**src/pkg/cd_walk_pkg.sv**
```systemverilog
// Shared constants, field layouts and types for the context-entry walk checker
package cd_walk_pkg;

   // ---------------------------------------------------------------
   // Addresses and table geometry
   // ---------------------------------------------------------------
   localparam int unsigned PA_W = 52;
   localparam int unsigned SSID_MAX_W = 20;
   localparam int unsigned L2_LSB = 12;
   localparam int unsigned L1_VALID_BIT = 0;
   localparam int unsigned L1_ENTRY_SHIFT = 3;
   localparam int unsigned CD_SHIFT = 6;
   localparam int unsigned SPLIT_4K = 6;
   localparam int unsigned SPLIT_64K = 10;
   localparam logic [1:0] FMT_LINEAR = 2'h0;
   localparam logic [1:0] FMT_2L_64K = 2'h2;

   // ---------------------------------------------------------------
   // Context entry word 0 fields
   // ---------------------------------------------------------------
   localparam int unsigned TSZ_LSB = 0;
   localparam int unsigned TSZ_W = 6;
   localparam int unsigned GRAN_LSB = 6;
   localparam int unsigned WALKDIS_BIT = 14;
   localparam int unsigned FMT64_BIT = 41;
   localparam logic [1:0] GRAN_64K = 2'h1;
   localparam logic [5:0] TSZ_MAX = 6'h27;
   localparam logic [5:0] TSZ_MIN = 6'h10;
   localparam logic [5:0] TSZ_MIN_52 = 6'h0c;

   // ---------------------------------------------------------------
   // Register map
   // ---------------------------------------------------------------
   localparam logic [3:0] REG_CTRL = 4'h0;
   localparam logic [3:0] REG_STATUS = 4'h4;
   localparam logic [3:0] REG_MASK = 4'h8;
   localparam logic [3:0] REG_RESULT = 4'hc;
   localparam int unsigned CTRL_W = 3;
   localparam int unsigned CTRL_NEWER = 0;
   localparam int unsigned CTRL_VA52 = 1;
   localparam int unsigned CTRL_OOR_ILL = 2;
   localparam logic [2:0] CTRL_RST = 3'h0;
   localparam int unsigned EV_W = 3;
   localparam int unsigned EV_BAD_SSID = 0;
   localparam int unsigned EV_BAD_CD = 1;
   localparam int unsigned EV_DONE = 2;
   localparam logic [2:0] EV_RST = 3'h0;

   // ---------------------------------------------------------------
   // Types
   // ---------------------------------------------------------------
   typedef struct packed {
      logic stage1_en;
      logic substream_en;
      logic [1:0] fmt;
      logic secure;
      logic has_ssid;
      logic [SSID_MAX_W-1:0] ssid;
      logic [PA_W-1:0] ctx_ptr;
   } walk_req_t;

   typedef struct packed {
      logic abort;
      logic bad_substream;
      logic bad_context;
      logic secure;
      logic fmt64;
      logic [5:0] region_size;
   } walk_rsp_t;

   typedef enum logic [2:0] {
      S_IDLE = 3'h1,
      S_L1_WAIT = 3'h2,
      S_CD_WAIT = 3'h4
   } walk_state_t;

endpackage : cd_walk_pkg

```
**src/design/context_descriptor_walk_check.sv**
```systemverilog
// Two-level context-entry walk, region-size check, abort and event reporting
`timescale 1ns/1ps

module context_descriptor_walk_check #(
   parameter int unsigned SSID_W = 20
) (
   input wire logic core_clk_i,
   input wire logic reset_i,
   input wire logic req_valid_i,
   input wire cd_walk_pkg::walk_req_t req_i,
   output logic req_ready_o,
   output logic mem_req_o,
   output logic [cd_walk_pkg::PA_W-1:0] mem_addr_o,
   input wire logic mem_rsp_valid_i,
   input wire logic [63:0] mem_rsp_data_i,
   output logic rsp_valid_o,
   output cd_walk_pkg::walk_rsp_t rsp_o,
   input wire logic [3:0] reg_addr_i,
   input wire logic [31:0] reg_wdata_i,
   input wire logic reg_wr_i,
   input wire logic reg_rd_i,
   output logic [31:0] reg_rdata_o,
   output logic irq_o
);
   import cd_walk_pkg::*;

   // ---------------------------------------------------------------
   // Parameter guard
   // ---------------------------------------------------------------
   // Index split needs more identifier bits than the widest level-2 table
   if (SSID_W < SPLIT_64K + 1 || SSID_W > SSID_MAX_W) begin : g_bad_ssid_w
      $error("SSID_W out of supported range");
   end

   // Base plus scaled index; used for every table lookup
   function automatic logic [PA_W-1:0] addr_at(input logic [PA_W-1:0] base,
                                               input logic [SSID_MAX_W-1:0] index,
                                               input int unsigned shift);
      logic [PA_W-1:0] offs;
      offs = PA_W'(index) << shift;
      return base + offs;
   endfunction : addr_at

   // ---------------------------------------------------------------
   // State
   // ---------------------------------------------------------------
   walk_state_t state_ff, nxt_state;
   walk_req_t req_ff;
   logic req_ready_ff;
   logic mem_req_ff;
   logic [PA_W-1:0] mem_addr_ff;
   logic rsp_valid_ff;
   walk_rsp_t rsp_ff;
   logic [CTRL_W-1:0] ctrl_ff;
   logic [EV_W-1:0] status_ff;
   logic [EV_W-1:0] mask_ff;
   logic irq_ff;
   logic [31:0] rdata_ff;

   // ---------------------------------------------------------------
   // Walk address decode
   // ---------------------------------------------------------------
   wire logic accept;
   wire walk_req_t cur_req;
   wire logic two_level;
   wire logic [SSID_MAX_W-1:0] ssid_mask;
   wire logic [SSID_MAX_W-1:0] ssid_eff;
   wire logic [31:0] split;
   wire logic [SSID_MAX_W-1:0] l1_index;
   wire logic [SSID_MAX_W-1:0] l2_index;
   wire logic [PA_W-1:0] l2_base;
   wire logic [PA_W-1:0] l1_addr;
   wire logic [PA_W-1:0] cd2_addr;
   wire logic [PA_W-1:0] cd_lin_addr;

   // While idle the incoming request steers decode, later the held copy
   assign accept = req_valid_i & req_ready_ff & (state_ff == S_IDLE);
   assign cur_req = (state_ff == S_IDLE) ? req_i : req_ff;
   assign two_level = cur_req.stage1_en & cur_req.substream_en & (cur_req.fmt != FMT_LINEAR);
   assign ssid_mask = SSID_MAX_W'((64'h1 << SSID_W) - 64'h1);
   // A transaction without an identifier walks as identifier zero
   assign ssid_eff = cur_req.has_ssid ? (cur_req.ssid & ssid_mask) : '0;
   assign split = (cur_req.fmt == FMT_2L_64K) ? SPLIT_64K : SPLIT_4K;
   assign l1_index = ssid_eff >> split;
   assign l2_index = ssid_eff & SSID_MAX_W'((32'h1 << split) - 32'h1);
   // Level-2 base keeps only bits 51:12 of the level-1 entry
   assign l2_base = PA_W'(mem_rsp_data_i[PA_W-1:L2_LSB]) << L2_LSB;
   assign l1_addr = addr_at(cur_req.ctx_ptr, l1_index, L1_ENTRY_SHIFT);
   assign cd2_addr = addr_at(l2_base, l2_index, CD_SHIFT);
   assign cd_lin_addr = addr_at(cur_req.ctx_ptr, ssid_eff, CD_SHIFT);

   // ---------------------------------------------------------------
   // Fetched entry decode
   // ---------------------------------------------------------------
   wire logic l1_rsp;
   wire logic cd_rsp;
   wire logic l1_valid;
   wire logic bad_ssid;
   wire logic bad_cd;
   wire logic cd_fmt64;
   wire logic cd_illegal;
   wire logic [5:0] cd_eff_size;

   // Responses outside a wait state are stray and ignored
   assign l1_rsp = (state_ff == S_L1_WAIT) & mem_rsp_valid_i;
   assign cd_rsp = (state_ff == S_CD_WAIT) & mem_rsp_valid_i;
   assign l1_valid = mem_rsp_data_i[L1_VALID_BIT];
   assign bad_ssid = l1_rsp & ~l1_valid;
   assign cd_fmt64 = mem_rsp_data_i[FMT64_BIT];
   assign bad_cd = cd_rsp & cd_illegal;

   region_size_check u_size (
      .fmt64_i(cd_fmt64),
      .size_i(mem_rsp_data_i[TSZ_LSB +: TSZ_W]),
      .granule_i(mem_rsp_data_i[GRAN_LSB +: 2]),
      .walk_disable_i(mem_rsp_data_i[WALKDIS_BIT]),
      .newer_rev_i(ctrl_ff[CTRL_NEWER]),
      .va52_i(ctrl_ff[CTRL_VA52]),
      .oor_illegal_i(ctrl_ff[CTRL_OOR_ILL]),
      .illegal_o(cd_illegal),
      .eff_size_o(cd_eff_size)
   );

   // ---------------------------------------------------------------
   // Sequencer
   // ---------------------------------------------------------------
   wire logic nxt_mem_req;
   wire logic [PA_W-1:0] nxt_mem_addr;
   wire logic finished;
   wire walk_rsp_t nxt_rsp;

   always_comb begin
      nxt_state = state_ff;
      unique case (state_ff)
         S_IDLE: begin
            if (accept) begin
               nxt_state = two_level ? S_L1_WAIT : S_CD_WAIT;
            end
         end
         S_L1_WAIT: begin
            if (l1_rsp) begin
               nxt_state = l1_valid ? S_CD_WAIT : S_IDLE;
            end
         end
         S_CD_WAIT: begin
            if (cd_rsp) begin
               nxt_state = S_IDLE;
            end
         end
         default: nxt_state = S_IDLE;
      endcase
   end

   // One read per fetch; pointer of an invalid entry is never used
   assign nxt_mem_req = accept | (l1_rsp & l1_valid);
   assign nxt_mem_addr = (state_ff == S_IDLE) ? (two_level ? l1_addr : cd_lin_addr) : cd2_addr;
   assign finished = bad_ssid | cd_rsp;
   assign nxt_rsp = '{abort: bad_ssid | bad_cd,
                      bad_substream: bad_ssid,
                      bad_context: bad_cd,
                      secure: req_ff.secure,
                      fmt64: cd_rsp & cd_fmt64,
                      region_size: cd_rsp ? cd_eff_size : 6'h00};

   // Walk registers
   always_ff @(posedge core_clk_i) begin
      if (reset_i) begin
         state_ff <= S_IDLE;
         req_ready_ff <= 1'b0;
         mem_req_ff <= 1'b0;
         rsp_valid_ff <= 1'b0;
      end else begin
         state_ff <= nxt_state;
         req_ready_ff <= (nxt_state == S_IDLE);
         mem_req_ff <= nxt_mem_req;
         rsp_valid_ff <= finished;
      end
   end

   // Data path holds need no reset; qualified by the valid strobes
   always_ff @(posedge core_clk_i) begin
      if (accept) begin
         req_ff <= req_i;
      end
      if (nxt_mem_req) begin
         mem_addr_ff <= nxt_mem_addr;
      end
      if (finished) begin
         rsp_ff <= nxt_rsp;
      end
   end

   // ---------------------------------------------------------------
   // Register port and interrupt
   // ---------------------------------------------------------------
   wire logic wr_ctrl;
   wire logic wr_status;
   wire logic wr_mask;
   wire logic [EV_W-1:0] events;
   wire logic [EV_W-1:0] nxt_status;
   wire logic [31:0] rd_value;

   assign wr_ctrl = reg_wr_i & (reg_addr_i == REG_CTRL);
   assign wr_status = reg_wr_i & (reg_addr_i == REG_STATUS);
   assign wr_mask = reg_wr_i & (reg_addr_i == REG_MASK);
   assign events = {finished, bad_cd, bad_ssid};
   // Write-one-to-clear; a new event in the same cycle survives
   assign nxt_status = (status_ff & ~(wr_status ? reg_wdata_i[EV_W-1:0] : 3'h0)) | events;
   assign rd_value = (reg_addr_i == REG_CTRL) ? {29'h0, ctrl_ff} :
                     (reg_addr_i == REG_STATUS) ? {29'h0, status_ff} :
                     (reg_addr_i == REG_MASK) ? {29'h0, mask_ff} :
                     (reg_addr_i == REG_RESULT) ? {21'h0, state_ff, rsp_ff.abort, rsp_ff.fmt64,
                                                   rsp_ff.region_size} : 32'h0000_0000;

   // Read data lives only in the cycle after the strobe
   always_ff @(posedge core_clk_i) begin
      if (reset_i) begin
         ctrl_ff <= CTRL_RST;
         status_ff <= EV_RST;
         mask_ff <= EV_RST;
         irq_ff <= 1'b0;
         rdata_ff <= 32'h0000_0000;
      end else begin
         ctrl_ff <= wr_ctrl ? reg_wdata_i[CTRL_W-1:0] : ctrl_ff;
         status_ff <= nxt_status;
         mask_ff <= wr_mask ? reg_wdata_i[EV_W-1:0] : mask_ff;
         irq_ff <= |(nxt_status & (wr_mask ? reg_wdata_i[EV_W-1:0] : mask_ff));
         rdata_ff <= reg_rd_i ? rd_value : 32'h0000_0000;
      end
   end

   assign req_ready_o = req_ready_ff;
   assign mem_req_o = mem_req_ff;
   assign mem_addr_o = mem_addr_ff;
   assign rsp_valid_o = rsp_valid_ff;
   assign rsp_o = rsp_ff;
   assign reg_rdata_o = rdata_ff;
   assign irq_o = irq_ff;
endmodule : context_descriptor_walk_check

```
**src/design/region_size_check.sv**
```systemverilog
// Region-size legality and effective value for a fetched context entry
`timescale 1ns/1ps

module region_size_check (
   input wire logic fmt64_i,
   input wire logic [5:0] size_i,
   input wire logic [1:0] granule_i,
   input wire logic walk_disable_i,
   input wire logic newer_rev_i,
   input wire logic va52_i,
   input wire logic oor_illegal_i,
   output logic illegal_o,
   output logic [5:0] eff_size_o
);
   import cd_walk_pkg::*;

   // ---------------------------------------------------------------
   // Range limits
   // ---------------------------------------------------------------
   wire logic small_ok;
   wire logic [5:0] min_size;
   wire logic too_big;
   wire logic too_small;
   wire logic out_of_range;

   // Lower floor only with the newer revision, 52-bit VAs and 64KB granule
   assign small_ok = newer_rev_i & va52_i & (granule_i == GRAN_64K);
   assign min_size = small_ok ? TSZ_MIN_52 : TSZ_MIN;
   assign too_big = size_i > TSZ_MAX;
   assign too_small = size_i < min_size;
   // 32-bit format has no illegal values; walk-disabled field is ignored
   assign out_of_range = fmt64_i & ~walk_disable_i & (too_big | too_small);

   // ---------------------------------------------------------------
   // Verdict and clamped value
   // ---------------------------------------------------------------
   // Base revision may clamp instead of refusing, chosen by software
   assign illegal_o = out_of_range & (newer_rev_i | oor_illegal_i);
   assign eff_size_o = walk_disable_i ? size_i :
                       !fmt64_i ? {3'h0, size_i[2:0]} :
                       too_big ? TSZ_MAX :
                       too_small ? TSZ_MIN : size_i;

endmodule : region_size_check

```
**config.mk**
```make
export PLATFORM = sky130hd
export DESIGN_NAME = context_descriptor_walk_check
export DESIGN_NICKNAME = d
export VERILOG_FILES = /design/src/pkg/cd_walk_pkg.sv /design/src/design/context_descriptor_walk_check.sv /design/src/design/region_size_check.sv
export SDC_FILE = /design/constraint.sdc
export NUM_CORES = 1
export LEC_CHECK = 0
export BUFFER_PORTS_ARGS = -buffer_cell sky130_fd_sc_hd__buf_4
export CAP_MARGIN = 20
export CORE_UTILIZATION = 52
export DETAILED_ROUTE_END_ITERATION = 16
export HOLD_SLACK_MARGIN = 0.06
export PLACE_DENSITY_LB_ADDON = 0.05
export SLEW_MARGIN = 20
export SYNTH_ARGS = -nofsm -noshare
export SYNTH_HDL_FRONTEND = slang
export SYNTH_HIERARCHICAL = 1
export SYNTH_SLANG_ARGS = --single-unit
export TNS_END_PERCENT = 30
```
**constraint.sdc**
```tcl
create_clock -name core_clk_i -period 12.6 [get_ports core_clk_i]
set_input_delay 0.63 -clock core_clk_i [delete_from_list [all_inputs] [get_ports core_clk_i]]
set_output_delay 0.63 -clock core_clk_i [all_outputs]
set_load 0.03 [all_outputs]
```
==> impl_metrics.ini <==
[timing]
relSlewSlack = 0.217
final.setup.tns_ps = 0
worst_slew_pin_slew_ps = 1170
slew_violations = 0
timing.hold.ws_ps = 370
finalCritPeriodShare = 0.504
setup_viol = 0
max_freq_ghz = 0.158
fin_worst_skew_ps = 13.4
hold_viol_final = 0
rsz0062_at_grt = no
min_period_ps = 6350

[layout]
fill_cells = 1699
finalNetCount = 1580
layout.cells.non_filler = 1631
multi_input_area_um2 = 5630
seqCellArea_um2 = 4590
final_layout_size_suffix_gt1_frac = 0.206
diodes = 0
finalInstanceArea_um2 = 12900
syn_to_final_growth_pct = 22.6

[clock_tree]
clock_latency_ps = 440
cts_resized = 0
cts_num_sinks = 162
hold_buffers = 0
cts_htree_levels = 4
cts_inserted_buffers = 17
cts_buffer_depth = 2
post-cts-setup-buffers = 0
cts.clk_slew.worst_paths_ps = 70
cts_tree = done
cts_root_buf = clkbuf_16

[global_route]
gr-usage-met1 = 0.382
grtUsageMet2 = 0.493
grt-ovfl-total = 0
grt_pass1_vias = 8738
grt.met3_usage = 0.0447
top_usage_layer = met2
grt_start_max_net_pins = 77
antenna_found_initial = 0
grt_pass1_wl_mm = 45.9
track_usage = 0.295

[synthesis]
yosysTopAreaCell = edfxtp_1
synthArstFlopShare = 0
synth_commonest_cells = nand2_1, edfxtp_1, a21oi_1
syn_area_um2 = 10600
syn_area_per_cell_um2 = 9.18
yosysMostFrequentCell = nand2_1
synth_flop_cell = edfxtp_1
ys_ff_latch = 162
yosys.area.top_type_share = 0.384
syn_inst = 1151
ys_seq_area_frac = 0.435
ys_warn_count = 6
yosys-top-cells-area = edfxtp_1, nand2_1, xnor2_1
yosys.cell_types.count = 69
synth_edf_count = 135

[routing]
post_drt_wl_per_cell_um = 18.7
drtPass1Iterations = 5
routed_via_density = 5.71
first_iter_violations = 647
drcViolationCount = 0
antenna_left = 0
vias = 9321
wl_mm = 30.6

[critical_path]
startpoint_type = flop
crit_required_ps = 12790
critPathArrivalTime_ps = 6540
reg2reg_slack_ps = 6250
rr_startpoint = state_ff[0]
crit_type = reg2reg
rr_worst_depth = 17
end_kind = flop
crit_path_max_fanout = 65
reg2reg_to = mem_addr_o[33]

[pwr]
power_mw = 1.60
powerDensity_nw_per_um2 = 124
p_leak_nw = 5.26
vdd_drop_max_mv = 0.0995

[die]
die_x_um = 145
rows = 51
start_util = 0.536
ioPinCount = 283
die_h_um = 145
die-area_um2 = 20900
core_um2 = 19700

[hold_path]
min_to = req_ff[71]
whs_path_depth = 1
hold_start = req_i[71]
hold_path_class = in2reg

[placement]
port_buffers = 216
routabilityCongestion = 0.903
placed_area_um2 = 12400
hpwlAfterDp_mm = 23.0
dp.cells = 1599

[run]
drv_cap = 0

[outcome]
outcome = complete, no violations
==> final cells by class <==
cell class | count | area share
Multi-Input combinational cell | 919 | 0.435
Sequential cell | 162 | 0.355
Timing Repair Buffer | 226 | 0.131
Clock buffer | 20 | 0.0353
Tap cell | 265 | 0.0256
Clock inverter | 12 | 0.0108
Inverter | 27 | 0.00783
==> cell usage in the layout (no fill, tap or decap), types with 14 or more instances in the layout <==
master / count
buf_4: 226
and3_1: 17
mux2i_1: 17
nand3_1: 62
nand4_1: 14
edfxtp_1: 135
dfxtp_1: 27
xor2_1: 30
nand2b_1: 19
nor2_1: 69
nand2_1: 198
xnor2_1: 67
a31oi_1: 15
o21ai_0: 56
inv_1: 27
a21o_1: 14
conb_1: 21
nor3_1: 20
and2_1: 26
ha_1: 40
a21oi_1: 91
clkbuf_16: 17
==> critical path, stage by stage (launching register included) <==
cell      delay (ps)
dfxtp_1          370
or3b_4           540
buf_4            350
buf_4            570
mux2i_1          300
buf_4            250
a21oi_1          140
mux2_2           330
ha_1             230
fa_1             440
a211oi_1         330
o21a_1           200
or4_1            240
a311oi_1         190
a311oi_2         930
nor2_1           140
xor2_1           190
mux2_2           270
==> flip-flops by register name, summed over array words and instances (netlist names) <==
name         count
mask_ff          3
rsp_valid_o      1
rsp_o           11
state_ff         3
req_ff          71
req_ready_o      1
nxt_rsp          1
irq_o            1
ctrl_ff          3
mem_addr_o      52
status_ff        3
mem_req_o        1
reg_rdata_o     11
==> through the flow <==
step / setup slack [ps] / utilization
after floorplan: 7650 / -
after global placement: 6440 / 0.626
after CTS: 6380 / 0.657
after global routing: 6060 / 0.657
after detailed placement: 6390 / 0.626
final: 6250 / 0.657
==> per-layer routing <==
metal	up-vias	wire (um)
met5	-	0
met4	0	971
met3	55	1750
met2	355	14700
met1	4395	13100
li1	4516	-
==> worst max-delay path by stage <==
stage / from / end / slack (ps) / cells past startpoint
detailed placement: state_ff[0] / mem_addr_o[33] / 6390 / 17
global route: state_ff[0] / mem_addr_o[33] / 6060 / 17
finish: state_ff[0] / mem_addr_o[33] / 6250 / 17
floorplan: state_ff[0] / mem_addr_o[0] / 7650 / 7
global placement: state_ff[0] / mem_addr_o[33] / 6440 / 17
CTS: state_ff[0] / mem_addr_o[33] / 6380 / 17
==> power breakdown <==
| part | leakage, nW | switching [mW] | total (mW) | internal (mW) |
|---|---|---|---|---|
| clock network | 0.291 | 0.240 | 0.531 | 0.292 |
| logic | 3.51 | 0.274 | 0.443 | 0.169 |
| registers | 1.47 | 0.00939 | 0.629 | 0.619 |
==> kinds of logic (layout without fill, tap and decap cells) <==
logic type,Yosys count,in the layout,synth area share
muxes,22,22,0.0214
adders and majority gates,43,43,0.0531
DFF,162,162,0.435
other,1,21,0.000355
xor gates and xnor gates,97,97,0.0804
and+or+nand+nor,477,477,0.217
buffers and inverters,90,285,0.0415
AOI/OAI and AO/OA,259,259,0.151
(Power assumes the default switching activity.)
